===== src/hil_pkg.sv =====
package hil_pkg;

  // Sizes
  localparam int AXES = 4;
  localparam int KEYS = 4;
  localparam int AW   = 8;
  localparam int DW   = 32;
  localparam int FW   = 16;  // Factor word, tenths of mm per revolution
  localparam int IW   = 8;   // Increment per strobe
  localparam int PW   = 16;  // Pending increment accumulator
  localparam int TW   = 32;  // Travel result
  localparam int MAW  = 4;

  // Register offsets
  localparam logic [AW-1:0] OFS_KEY_NOW = 8'h00;
  localparam logic [AW-1:0] OFS_STATUS  = 8'h04;
  localparam logic [AW-1:0] OFS_FILTER  = 8'h08;
  localparam logic [AW-1:0] OFS_LATCH   = 8'h10;  // +4*k, k=0 all
  localparam logic [AW-1:0] OFS_LAT_END = 8'h20;
  localparam logic [AW-1:0] OFS_FACT    = 8'h40;  // 12 factor words
  localparam logic [AW-1:0] OFS_FAC_END = 8'h6c;
  localparam logic [AW-1:0] OFS_HW_ALL  = 8'h70;
  localparam logic [AW-1:0] OFS_HWB_ALL = 8'h74;
  localparam logic [AW-1:0] OFS_TB_ALL  = 8'h78;

  // Field positions
  localparam int ST_BUSY  = 0;
  localparam int ST_ALT   = 1;
  localparam int ST_SWP   = 2;
  localparam int CNT_LSB  = 8;
  localparam logic [2:0] CNT_ONE = 3'h1;
  localparam logic [2:0] CNT_ALL = 3'h4;

  // Factor memory layout
  localparam int MDEPTH   = 12;
  localparam logic [MAW-1:0] MIDX_HW  = 4'h0;
  localparam logic [MAW-1:0] MIDX_HWB = 4'h4;
  localparam logic [MAW-1:0] MIDX_TB  = 4'h8;

  // Reset values and range, factors in units of 0.1
  localparam logic        FILTER_RST = 1'b1;
  localparam logic signed [FW-1:0] FACT_ONE = 16'sh000a;
  localparam logic signed [FW-1:0] HW_RST   = 16'sh000a;
  localparam logic signed [FW-1:0] FACT_MAX = 16'sh07d0;  // 200.0
  localparam logic signed [FW-1:0] FACT_MIN = -16'sh07d0;

  // Handwheel scale: one step of factor 0.1 mm/rev in nanometres
  localparam int STEPS_PER_REV = 100000;
  localparam int NM_PER_TENTH  = 100000;
  localparam int HW_NM_SCALE   = NM_PER_TENTH / STEPS_PER_REV;

  typedef enum logic [1:0] {
    ENG_IDLE = 2'h0,
    ENG_HW   = 2'h1,
    ENG_TB   = 2'h3,
    ENG_MUL  = 2'h2
  } hil_eng_type;

endpackage : hil_pkg


===== src/hil_fmem.sv =====
`timescale 1ns/1ps
`default_nettype none
module hil_fmem (
  input  wire logic                        clock_i,
  input  wire logic                        rst_b_i,
  input  wire logic [hil_pkg::MDEPTH-1:0]  wr_en_i,
  input  wire logic [hil_pkg::FW-1:0]      wr_data_i,
  input  wire logic [hil_pkg::MAW-1:0]     a_addr_i,
  output logic      [hil_pkg::FW-1:0]      a_data_o,
  input  wire logic [hil_pkg::MAW-1:0]     b_addr_i,
  output logic      [hil_pkg::FW-1:0]      b_data_o
);
  import hil_pkg::*;

  logic [FW-1:0] mem_q [MDEPTH];
  logic [FW-1:0] a_d;
  logic [FW-1:0] b_d;

  // One flop word per entry; trackball words reset to unity gain
  for (genvar i = 0; i < MDEPTH; i++) begin : g_word
    localparam logic [FW-1:0] RST = (i >= 8) ? FACT_ONE : HW_RST;
    logic [FW-1:0] word_d;
    always_comb begin
      word_d = wr_en_i[i] ? wr_data_i : mem_q[i];
    end
    always_ff @(posedge clock_i or negedge rst_b_i) begin
      if (!rst_b_i) begin
        mem_q[i] <= RST;
      end else begin
        mem_q[i] <= word_d;
      end
    end
  end

  // Two read ports, beyond the depth reads zero
  always_comb begin
    a_d = (32'(a_addr_i) < MDEPTH) ? mem_q[a_addr_i] : '0;
    b_d = (32'(b_addr_i) < MDEPTH) ? mem_q[b_addr_i] : '0;
  end

  always_ff @(posedge clock_i or negedge rst_b_i) begin
    if (!rst_b_i) begin
      a_data_o <= '0;
      b_data_o <= '0;
    end else begin
      a_data_o <= a_d;
      b_data_o <= b_d;
    end
  end

endmodule : hil_fmem
`default_nettype wire


===== src/hil_nfilt.sv =====
`timescale 1ns/1ps
`default_nettype none
module hil_nfilt (
  input  wire logic                  clock_i,
  input  wire logic                  rst_b_i,
  input  wire logic                  en_i,
  input  wire logic                  take_i,
  input  wire logic [hil_pkg::PW-1:0] raw_i,
  output logic      [hil_pkg::PW-1:0] filt_o
);
  import hil_pkg::*;

  logic              res_q;
  logic              res_d;
  logic signed [PW-1:0] sum;

  // Odd step held back as residue; a one-step dither nets to zero
  always_comb begin
    sum    = $signed(raw_i) + $signed({{(PW-1){1'b0}}, res_q});
    filt_o = en_i ? {sum[PW-1:1], 1'b0} : raw_i;
    res_d  = res_q;
    if (take_i) begin
      res_d = en_i & sum[0];
    end
  end

  always_ff @(posedge clock_i or negedge rst_b_i) begin
    if (!rst_b_i) begin
      res_q <= 1'b0;
    end else begin
      res_q <= res_d;
    end
  end

endmodule : hil_nfilt
`default_nettype wire


===== src/hil_hand_input.sv =====
// The address-and-strobe port and the placing of the registers are this design's own decisions.
`timescale 1ns/1ps
`default_nettype none
module hil_hand_input (
  input  wire logic                              clock_i,
  input  wire logic                              rst_b_i,
  input  wire logic [hil_pkg::AW-1:0]            bus_addr_i,
  input  wire logic [hil_pkg::DW-1:0]            bus_wdata_i,
  input  wire logic                              bus_wr_i,
  input  wire logic                              bus_rd_i,
  output logic      [hil_pkg::DW-1:0]            bus_rdata_o,
  input  wire logic [hil_pkg::KEYS-1:0]          key_i,
  input  wire logic                              fsw_present_i,
  input  wire logic                              fsw_alt_i,
  input  wire logic                              inc_strobe_i,
  input  wire logic [hil_pkg::AXES-1:0][hil_pkg::IW-1:0] hw_inc_i,
  input  wire logic [hil_pkg::AXES-1:0][hil_pkg::IW-1:0] tb_inc_i,
  output logic      [hil_pkg::AXES-1:0][hil_pkg::TW-1:0] hw_travel_o,
  output logic      [hil_pkg::AXES-1:0][hil_pkg::TW-1:0] tb_travel_o,
  output logic                                   travel_valid_o
);
  import hil_pkg::*;

  // Key latches and filter enable
  logic [KEYS-1:0] latch_q;
  logic [KEYS-1:0] latch_d;
  logic [KEYS-1:0] lat_clr;
  logic            filt_en_q;
  logic            filt_en_d;

  // Bus decode and read path
  logic            lat_hit;
  logic [2:0]      lat_sel;
  logic            fac_hit;
  logic [MAW-1:0]  fac_idx;
  logic [AW-1:0]   lat_off;
  logic [AW-1:0]   fac_off;
  logic [DW-1:0]   rdata_q;
  logic [DW-1:0]   rdata_d;
  logic            rd_mem_q;
  logic            rd_mem_d;
  logic [MDEPTH-1:0] mem_we;
  logic [FW-1:0]   mem_wdata;
  logic [FW-1:0]   mem_a_data;
  logic [FW-1:0]   mem_b_data;
  logic [MAW-1:0]  mem_b_addr;

  // Increment collection and scaling engine
  logic            have_q;
  logic            have_d;
  logic            snap;
  logic            use_alt;
  logic [AXES-1:0][PW-1:0] pend_hw_q;
  logic [AXES-1:0][PW-1:0] pend_hw_d;
  logic [AXES-1:0][PW-1:0] pend_tb_q;
  logic [AXES-1:0][PW-1:0] pend_tb_d;
  logic [AXES-1:0][PW-1:0] hw_in;
  logic [AXES-1:0][PW-1:0] work_hw_q;
  logic [AXES-1:0][PW-1:0] work_hw_d;
  logic [AXES-1:0][PW-1:0] work_tb_q;
  logic [AXES-1:0][PW-1:0] work_tb_d;
  logic [AXES-1:0][TW-1:0] hw_trav_q;
  logic [AXES-1:0][TW-1:0] hw_trav_d;
  logic [AXES-1:0][TW-1:0] tb_trav_q;
  logic [AXES-1:0][TW-1:0] tb_trav_d;
  logic [1:0]      ax_q;
  logic [1:0]      ax_d;
  logic            valid_q;
  logic            valid_d;
  hil_eng_type     eng_q;
  hil_eng_type     eng_d;

  // Out-of-range writes clamp instead of wrapping into the wrong sign
  function automatic logic [FW-1:0] clamp_f(input logic [DW-1:0] v);
    logic signed [DW-1:0] s;
    s = $signed(v);
    if (s > $signed(FACT_MAX)) begin
      return FACT_MAX;
    end else if (s < $signed(FACT_MIN)) begin
      return FACT_MIN;
    end
    return v[FW-1:0];
  endfunction : clamp_f

  // Address decode of the latch window and factor window
  always_comb begin
    lat_off = bus_addr_i - OFS_LATCH;
    fac_off = bus_addr_i - OFS_FACT;
    lat_hit = (bus_addr_i >= OFS_LATCH) && (bus_addr_i <= OFS_LAT_END)
              && (bus_addr_i[1:0] == 2'h0);
    lat_sel = lat_off[4:2];
    fac_hit = (bus_addr_i >= OFS_FACT) && (bus_addr_i <= OFS_FAC_END)
              && (bus_addr_i[1:0] == 2'h0);
    fac_idx = fac_off[5:2];
  end

  // Latch clear from read-and-clear or clear-only write
  always_comb begin
    lat_clr = '0;
    if (lat_hit && (bus_rd_i || bus_wr_i)) begin
      if (lat_sel == 3'h0) begin
        lat_clr = '1;
      end else begin
        lat_clr[lat_sel[1:0] - 2'h1] = 1'b1;
      end
    end
    // Fresh press wins over a clear in the same cycle
    latch_d = (latch_q & ~lat_clr) | key_i;
  end

  // Filter enable register, one bit for X and Y together
  always_comb begin
    filt_en_d = filt_en_q;
    if (bus_wr_i && (bus_addr_i == OFS_FILTER)) begin
      filt_en_d = bus_wdata_i[0];
    end
  end

  // Factor writes: one word, or one kind broadcast to every axis
  always_comb begin
    mem_we    = '0;
    mem_wdata = clamp_f(bus_wdata_i);
    if (bus_wr_i) begin
      if (fac_hit) begin
        mem_we[fac_idx] = 1'b1;
      end else if (bus_addr_i == OFS_HW_ALL) begin
        mem_we[3:0] = '1;
      end else if (bus_addr_i == OFS_HWB_ALL) begin
        mem_we[7:4] = '1;
      end else if (bus_addr_i == OFS_TB_ALL) begin
        mem_we[11:8] = '1;
      end
    end
  end

  // Read data for local registers; factor words come from memory
  always_comb begin
    rdata_d  = '0;
    rd_mem_d = bus_rd_i && fac_hit;
    if (bus_rd_i) begin
      if (bus_addr_i == OFS_KEY_NOW) begin
        rdata_d[KEYS-1:0] = key_i;
      end else if (bus_addr_i == OFS_STATUS) begin
        rdata_d[ST_BUSY] = (eng_q != ENG_IDLE);
        rdata_d[ST_ALT]  = use_alt;
        rdata_d[ST_SWP]  = fsw_present_i;
      end else if (bus_addr_i == OFS_FILTER) begin
        rdata_d[0] = filt_en_q;
      end else if (lat_hit) begin
        // Zero means no press seen since the last read or clear-only write of this word or the all word
        if (lat_sel == 3'h0) begin
          rdata_d[KEYS-1:0]       = latch_q;
          rdata_d[CNT_LSB +: 3]   = CNT_ALL;
        end else begin
          rdata_d[0]              = latch_q[lat_sel[1:0] - 2'h1];
          rdata_d[CNT_LSB +: 3]   = CNT_ONE;
        end
      end
    end
  end

  always_ff @(posedge clock_i or negedge rst_b_i) begin
    if (!rst_b_i) begin
      latch_q   <= '0;
      filt_en_q <= FILTER_RST;
      rdata_q   <= '0;
      rd_mem_q  <= 1'b0;
    end else begin
      latch_q   <= latch_d;
      filt_en_q <= filt_en_d;
      rdata_q   <= rdata_d;
      rd_mem_q  <= rd_mem_d;
    end
  end

  // Factor words, signed, sign extended onto the bus
  assign bus_rdata_o = rd_mem_q ? {{(DW-FW){mem_a_data[FW-1]}}, mem_a_data}
                                : rdata_q;

  hil_fmem u_fmem (
    .clock_i   (clock_i),
    .rst_b_i   (rst_b_i),
    .wr_en_i   (mem_we),
    .wr_data_i (mem_wdata),
    .a_addr_i  (fac_idx),
    .a_data_o  (mem_a_data),
    .b_addr_i  (mem_b_addr),
    .b_data_o  (mem_b_data)
  );

  // Alternate factor only when the device really has the switch
  assign use_alt = fsw_present_i & fsw_alt_i;

  // Noise filter on the X and Y handwheels only
  for (genvar a = 0; a < AXES; a++) begin : g_filt
    if (a < 2) begin : g_on
      hil_nfilt u_nfilt (
        .clock_i (clock_i),
        .rst_b_i (rst_b_i),
        .en_i    (filt_en_q),
        .take_i  (snap),
        .raw_i   (pend_hw_q[a]),
        .filt_o  (hw_in[a])
      );
    end else begin : g_off
      assign hw_in[a] = pend_hw_q[a];
    end
  end

  // Strobes keep accumulating while the engine works a snapshot
  always_comb begin
    snap   = (eng_q == ENG_IDLE) && have_q;
    have_d = inc_strobe_i | (have_q & ~snap);
    for (int a = 0; a < AXES; a++) begin
      pend_hw_d[a] = snap ? '0 : pend_hw_q[a];
      pend_tb_d[a] = snap ? '0 : pend_tb_q[a];
      if (inc_strobe_i) begin
        pend_hw_d[a] = pend_hw_d[a]
                     + {{(PW-IW){hw_inc_i[a][IW-1]}}, hw_inc_i[a]};
        pend_tb_d[a] = pend_tb_d[a]
                     + {{(PW-IW){tb_inc_i[a][IW-1]}}, tb_inc_i[a]};
      end
    end
  end

  // Engine: per axis, fetch handwheel factor, then trackball gain
  always_comb begin
    eng_d      = eng_q;
    ax_d       = ax_q;
    valid_d    = 1'b0;
    work_hw_d  = work_hw_q;
    work_tb_d  = work_tb_q;
    hw_trav_d  = hw_trav_q;
    tb_trav_d  = tb_trav_q;
    mem_b_addr = MIDX_TB;
    case (eng_q)
      ENG_IDLE: begin
        if (snap) begin
          work_hw_d = hw_in;
          work_tb_d = pend_tb_q;
          ax_d      = 2'h0;
          eng_d     = ENG_HW;
        end
      end
      ENG_HW: begin
        mem_b_addr = (use_alt ? MIDX_HWB : MIDX_HW) + {2'h0, ax_q};
        eng_d      = ENG_TB;
      end
      ENG_TB: begin
        // Factor in tenths times steps gives nanometres; a negative factor flips the sign
        mem_b_addr    = MIDX_TB + {2'h0, ax_q};
        hw_trav_d[ax_q] = TW'($signed(work_hw_q[ax_q])
                        * $signed(mem_b_data) * HW_NM_SCALE);
        eng_d         = ENG_MUL;
      end
      ENG_MUL: begin
        tb_trav_d[ax_q] = TW'($signed(work_tb_q[ax_q])
                        * $signed(mem_b_data));
        if (ax_q == 2'h3) begin
          valid_d = 1'b1;
          eng_d   = ENG_IDLE;
        end else begin
          ax_d  = ax_q + 2'h1;
          eng_d = ENG_HW;
        end
      end
      default: begin
        eng_d = ENG_IDLE;
      end
    endcase
  end

  always_ff @(posedge clock_i or negedge rst_b_i) begin
    if (!rst_b_i) begin
      have_q    <= 1'b0;
      pend_hw_q <= '0;
      pend_tb_q <= '0;
      work_hw_q <= '0;
      work_tb_q <= '0;
      hw_trav_q <= '0;
      tb_trav_q <= '0;
      ax_q      <= 2'h0;
      valid_q   <= 1'b0;
      eng_q     <= ENG_IDLE;
    end else begin
      have_q    <= have_d;
      pend_hw_q <= pend_hw_d;
      pend_tb_q <= pend_tb_d;
      work_hw_q <= work_hw_d;
      work_tb_q <= work_tb_d;
      hw_trav_q <= hw_trav_d;
      tb_trav_q <= tb_trav_d;
      ax_q      <= ax_d;
      valid_q   <= valid_d;
      eng_q     <= eng_d;
    end
  end

  // Results stand until the next pass overwrites them
  assign hw_travel_o    = hw_trav_q;
  assign tb_travel_o    = tb_trav_q;
  assign travel_valid_o = valid_q;

endmodule : hil_hand_input
`default_nettype wire


===== config.mk =====
export PLATFORM = sky130hd
export DESIGN_NAME = hil_hand_input
export DESIGN_NICKNAME = d
export VERILOG_FILES = /design/src/hil_pkg.sv /design/src/hil_fmem.sv /design/src/hil_nfilt.sv /design/src/hil_hand_input.sv
export SDC_FILE = /design/constraint.sdc
export NUM_CORES = 2
export LEC_CHECK = 0
export ABC_AREA = 0
export BUFFER_PORTS_ARGS = -buffer_cell sky130_fd_sc_hd__buf_2
export CAP_MARGIN = 20
export CORE_MARGIN = 8
export CORE_UTILIZATION = 55
export DETAILED_ROUTE_END_ITERATION = 6
export GPL_TIMING_DRIVEN = 1
export HOLD_SLACK_MARGIN = 0.03
export PLACE_DENSITY = 0.77
export SLEW_MARGIN = 10
export SYNTH_ARGS = -nofsm -noshare
export SYNTH_HDL_FRONTEND = slang
export SYNTH_SLANG_ARGS = --single-unit

===== constraint.sdc =====
create_clock -name clock_i -period 7 [get_ports clock_i]
set_input_delay 1.4 -clock clock_i [delete_from_list [all_inputs] [get_ports clock_i]]
set_output_delay 1.4 -clock clock_i [all_outputs]
set_load 0.05 [all_outputs]

==> Implementation_results.wiki <==
{| class="wikitable"
! Metric !! Value
|-
| Distinct cell type count after synthesis || 73
|-
| Mapped Avg Cell Area || 9.38 um2
|-
| Number of input and output port buffers inserted || 403
|-
| Wire length of the first global-routing pass || 261 mm
|-
| Count of warnings emitted by yosys || 0
|-
| Num ports || 404
|-
| DIE WIDTH || 342 um
|-
| Sum of routed wire length over all layers || 166 mm
|-
| Share of synthesized area occupied by flip-flops and latches || 32.4%
|-
| Maximum capacitance violations || 0
|-
| Max-slew violation count || 0
|-
| Data arrival, critical path || 7.72 ns
|-
| Clock buffers created by TritonCTS || 82
|-
| Final Hold Violating Endpoints || 0
|-
| Wire length per cell after detailed routing || 20.4 um
|-
| Clock sinks || 756
|-
| First drt pass iteration count || 7
|-
| Die ar. || 117,000 um2
|-
| Proportion of layout cells with a drive suffix above 1 || 17.9%
|-
| Initial DRC Count || 4,056
|-
| Most prevalent standard cell on the critical path || sky130_fd_sc_hd__fa_1
|-
| Critical path buffers and inverters || 8
|-
| Delay of the slowest cell on the worst path || 0.54 ns
|-
| Sum of negative setup slack || -0.475 ns
|-
| Proportion of register bits with asynchronous set or reset after synthesis || 100%
|-
| Cell class contributing the biggest share of worst-path delay || adder cells
|-
| Final setup violation count || 8
|-
| Crit end category || register
|-
| Mapped cell area || 58,400 um2
|-
| Pin count of the biggest net entering global routing || 147
|-
| Most common library cell in the layout ignoring fill and taps || sky130_fd_sc_hd__nand2_1
|-
| Clock tree from TritonCTS || built
|-
| Initial antenna violation count || 10
|-
| Number of synthesized flops with an enable pin || 0
|-
| Setup repair after global routing missed its margin || true
|-
| Number of global-route vias before repair || 48,442
|-
| Synthesized flop and latch total || 756
|-
| Total overflow reported by the global router || 0
|-
| Critical Path Slowest Stage Cell || sky130_fd_sc_hd__dfrtp_4
|-
| Starting density of the core || 55.4%
|-
| HP Class || register to register
|-
| Synth-to-Final Area Change || 14.8%
|-
| Post-synthesis net count || 7,175
|-
| Die Y-Extent || 342 um
|-
| Required time reported for the critical path endpoint || 7.61 ns
|-
| Post-detail-place hpwl || 122 mm
|-
| Clock network latency to the later pin of the worst-skew pair || 0.70 ns
|-
| Fmax || 141 MHz
|-
| Biggest fanout along the worst timing path || 7
|-
| Synth Flop Type || sky130_fd_sc_hd__dfrtp_1
|-
| Residual DRC count || 0
|-
| Worst clock skew || 0.0584 ns
|-
| Per-cell via count in the routed design || 5.82
|-
| Number of nets in the final layout || 7,606
|-
| Number of levels the H-tree was split into || 3
|-
| Global placement routability congestion || 0.920
|-
| Total via count after detailed routing || 47,276
|-
| Gate Count Post-Synth || 6,232
|-
| Buffer cell driving the clock tree root || sky130_fd_sc_hd__clkbuf_16
|-
| Post-layout min period || 7.11 ns
|-
| Slew margin rel. || 30.4%
|-
| Detail Route Antenna Nets || 0
|-
| Worst Slack Setup Final || -0.105 ns
|-
| All-layer global routing usage || 27.8%
|-
| FILL cells || 8,230
|-
| Most frequent cells in the layout || sky130_fd_sc_hd__nand2_1, sky130_fd_sc_hd__dfrtp_1, sky130_fd_sc_hd__inv_1, sky130_fd_sc_hd__fa_1, sky130_fd_sc_hd__o21ai_0
|-
| Crit share post-route || 102%
|-
| Post-CTS Hold Buffers || 0
|-
| Result of the run || finished, violations left
|-
| Launching element type of the critical path || register
|-
| # rows || 119
|-
| Worst-path clk slew || 0.06 ns
|-
| Number of buffers between clock root and the deepest sink || 3
|-
| Core area || 105,000 um2
|-
| WS Path Type || register to register
|-
| Worst slew pin tran || 1.04 ns
|-
| Violations in the final reports || setup timing
|}
==> synth_stat cells (69+ instances only) <==
cell / instances / area, um2
sky130_fd_sc_hd__xor2_1: 81 / 709
sky130_fd_sc_hd__mux4_2: 87 / 1960
sky130_fd_sc_hd__mux2_2: 79 / 890
sky130_fd_sc_hd__ha_1: 296 / 3700
sky130_fd_sc_hd__nor2_1: 142 / 533
sky130_fd_sc_hd__mux2i_1: 69 / 691
sky130_fd_sc_hd__a21oi_1: 129 / 646
sky130_fd_sc_hd__inv_1: 660 / 2480
sky130_fd_sc_hd__and2_1: 378 / 2360
sky130_fd_sc_hd__xnor2_1: 90 / 788
sky130_fd_sc_hd__a21o_1: 81 / 608
sky130_fd_sc_hd__o21ai_0: 484 / 2420
sky130_fd_sc_hd__dfrtp_1: 731 / 18300
sky130_fd_sc_hd__clkbuf_1: 293 / 1100
sky130_fd_sc_hd__nand2_1: 1362 / 5110
sky130_fd_sc_hd__nand3_1: 69 / 345
sky130_fd_sc_hd__fa_1: 532 / 10700
==> tightest hold or removal path, stage by stage (launching register included) <==
cell                      delay [ns]
sky130_fd_sc_hd__dfrtp_1        0.36
sky130_fd_sc_hd__nand2_1        0.06
sky130_fd_sc_hd__nand2_1        0.05
==> state kept, by name, summed over array words and instances, names as in the netlist, 32 cells and up <==
register and count:
work_tb_q 64, work_hw_q 64, hw_in 32, hw_travel_o 128, tb_travel_o 128, u_fmem.mem_q 192, pend_tb_q 64, pend_hw_q 32
==> area by class of cell <==
type	instances	area [um2]	share of cell area [%]
clock buffers	110	2290	3.41
diodes	2	5.00	0.00746
flip-flops and latches	756	19000	28.3
multi-input cells	4480	36500	54.5
inverters	663	2490	3.71
clock inverters	43	577	0.860
well taps	1391	1740	2.59
repair buffers	680	4470	6.67
==> final timing paths <==
path | to | cells past startpoint | from | slack (ns)
setup reg to reg | tb_travel_o[31] | 26 | ax_q[0] | -0.11
hold / removal | work_hw_q[61] | 2 | hw_in[61] | 0.46
hold reg to reg | work_hw_q[61] | 2 | hw_in[61] | 0.46
max in group asynchronous | hw_travel_o[124] | 2 | rst_b_i | 4.83
min in group asynchronous | tb_travel_o[79] | 1 | rst_b_i | 0.72
setup / recovery | tb_travel_o[31] | 26 | ax_q[0] | -0.11
==> repair_timing <==
item / in CTS / in global routing
resized for setup: 64 / 186
pin swaps: 26 / 114
setup buffers: 17 / 23
cloned: 2 / 0
endpoints found under the setup margin: 69 / 103
==> logic make-up after synthesis <==
kind of cell / count (synthesis) / share of synthesized area, %
xor+xnor: 171 / 2.56
buf+inv: 996 / 6.50
mux: 235 / 6.06
simple gates: 2246 / 17.5
fa+ha+maj: 828 / 24.6
flops: 756 / 32.4
compound gates: 1000 / 10.4
==> metal layers <==
| metal | wire length, um | GRT usage (%) | part of all wire, % | up-vias |
|---|---|---|---|---|
| met1 | 64800 | 35.6 | 39 | 23527 |
| met5 | 89 | 0 | 0.054 | - |
| met2 | 80400 | 46.6 | 49 | 2036 |
| met3 | 12500 | 4.79 | 7.5 | 451 |
| met4 | 7680 | 12.0 | 4.6 | 14 |
| li1 | - | - | - | 21248 |
==> metrics by stage <==
step                area (um2)  utilization [%]  hold slack [ns]  std cells  worst slack (ns)
finish                   67100             63.6            0.463       8125            -0.105
global route             67100             63.6            0.485       8124            -0.261
CTS                      66300             62.9            0.464       8096            -0.138
detailed placement       62900             59.7            0.444       7924            -0.199
global placement         62900             59.7            0.440       7923           -0.0976
floorplan                58500                -            0.430       6232          0.000767
Power is left out: the tool's default activity adds up to more than one toggle a clock period on the data nets, which glitch-free logic cannot reach.
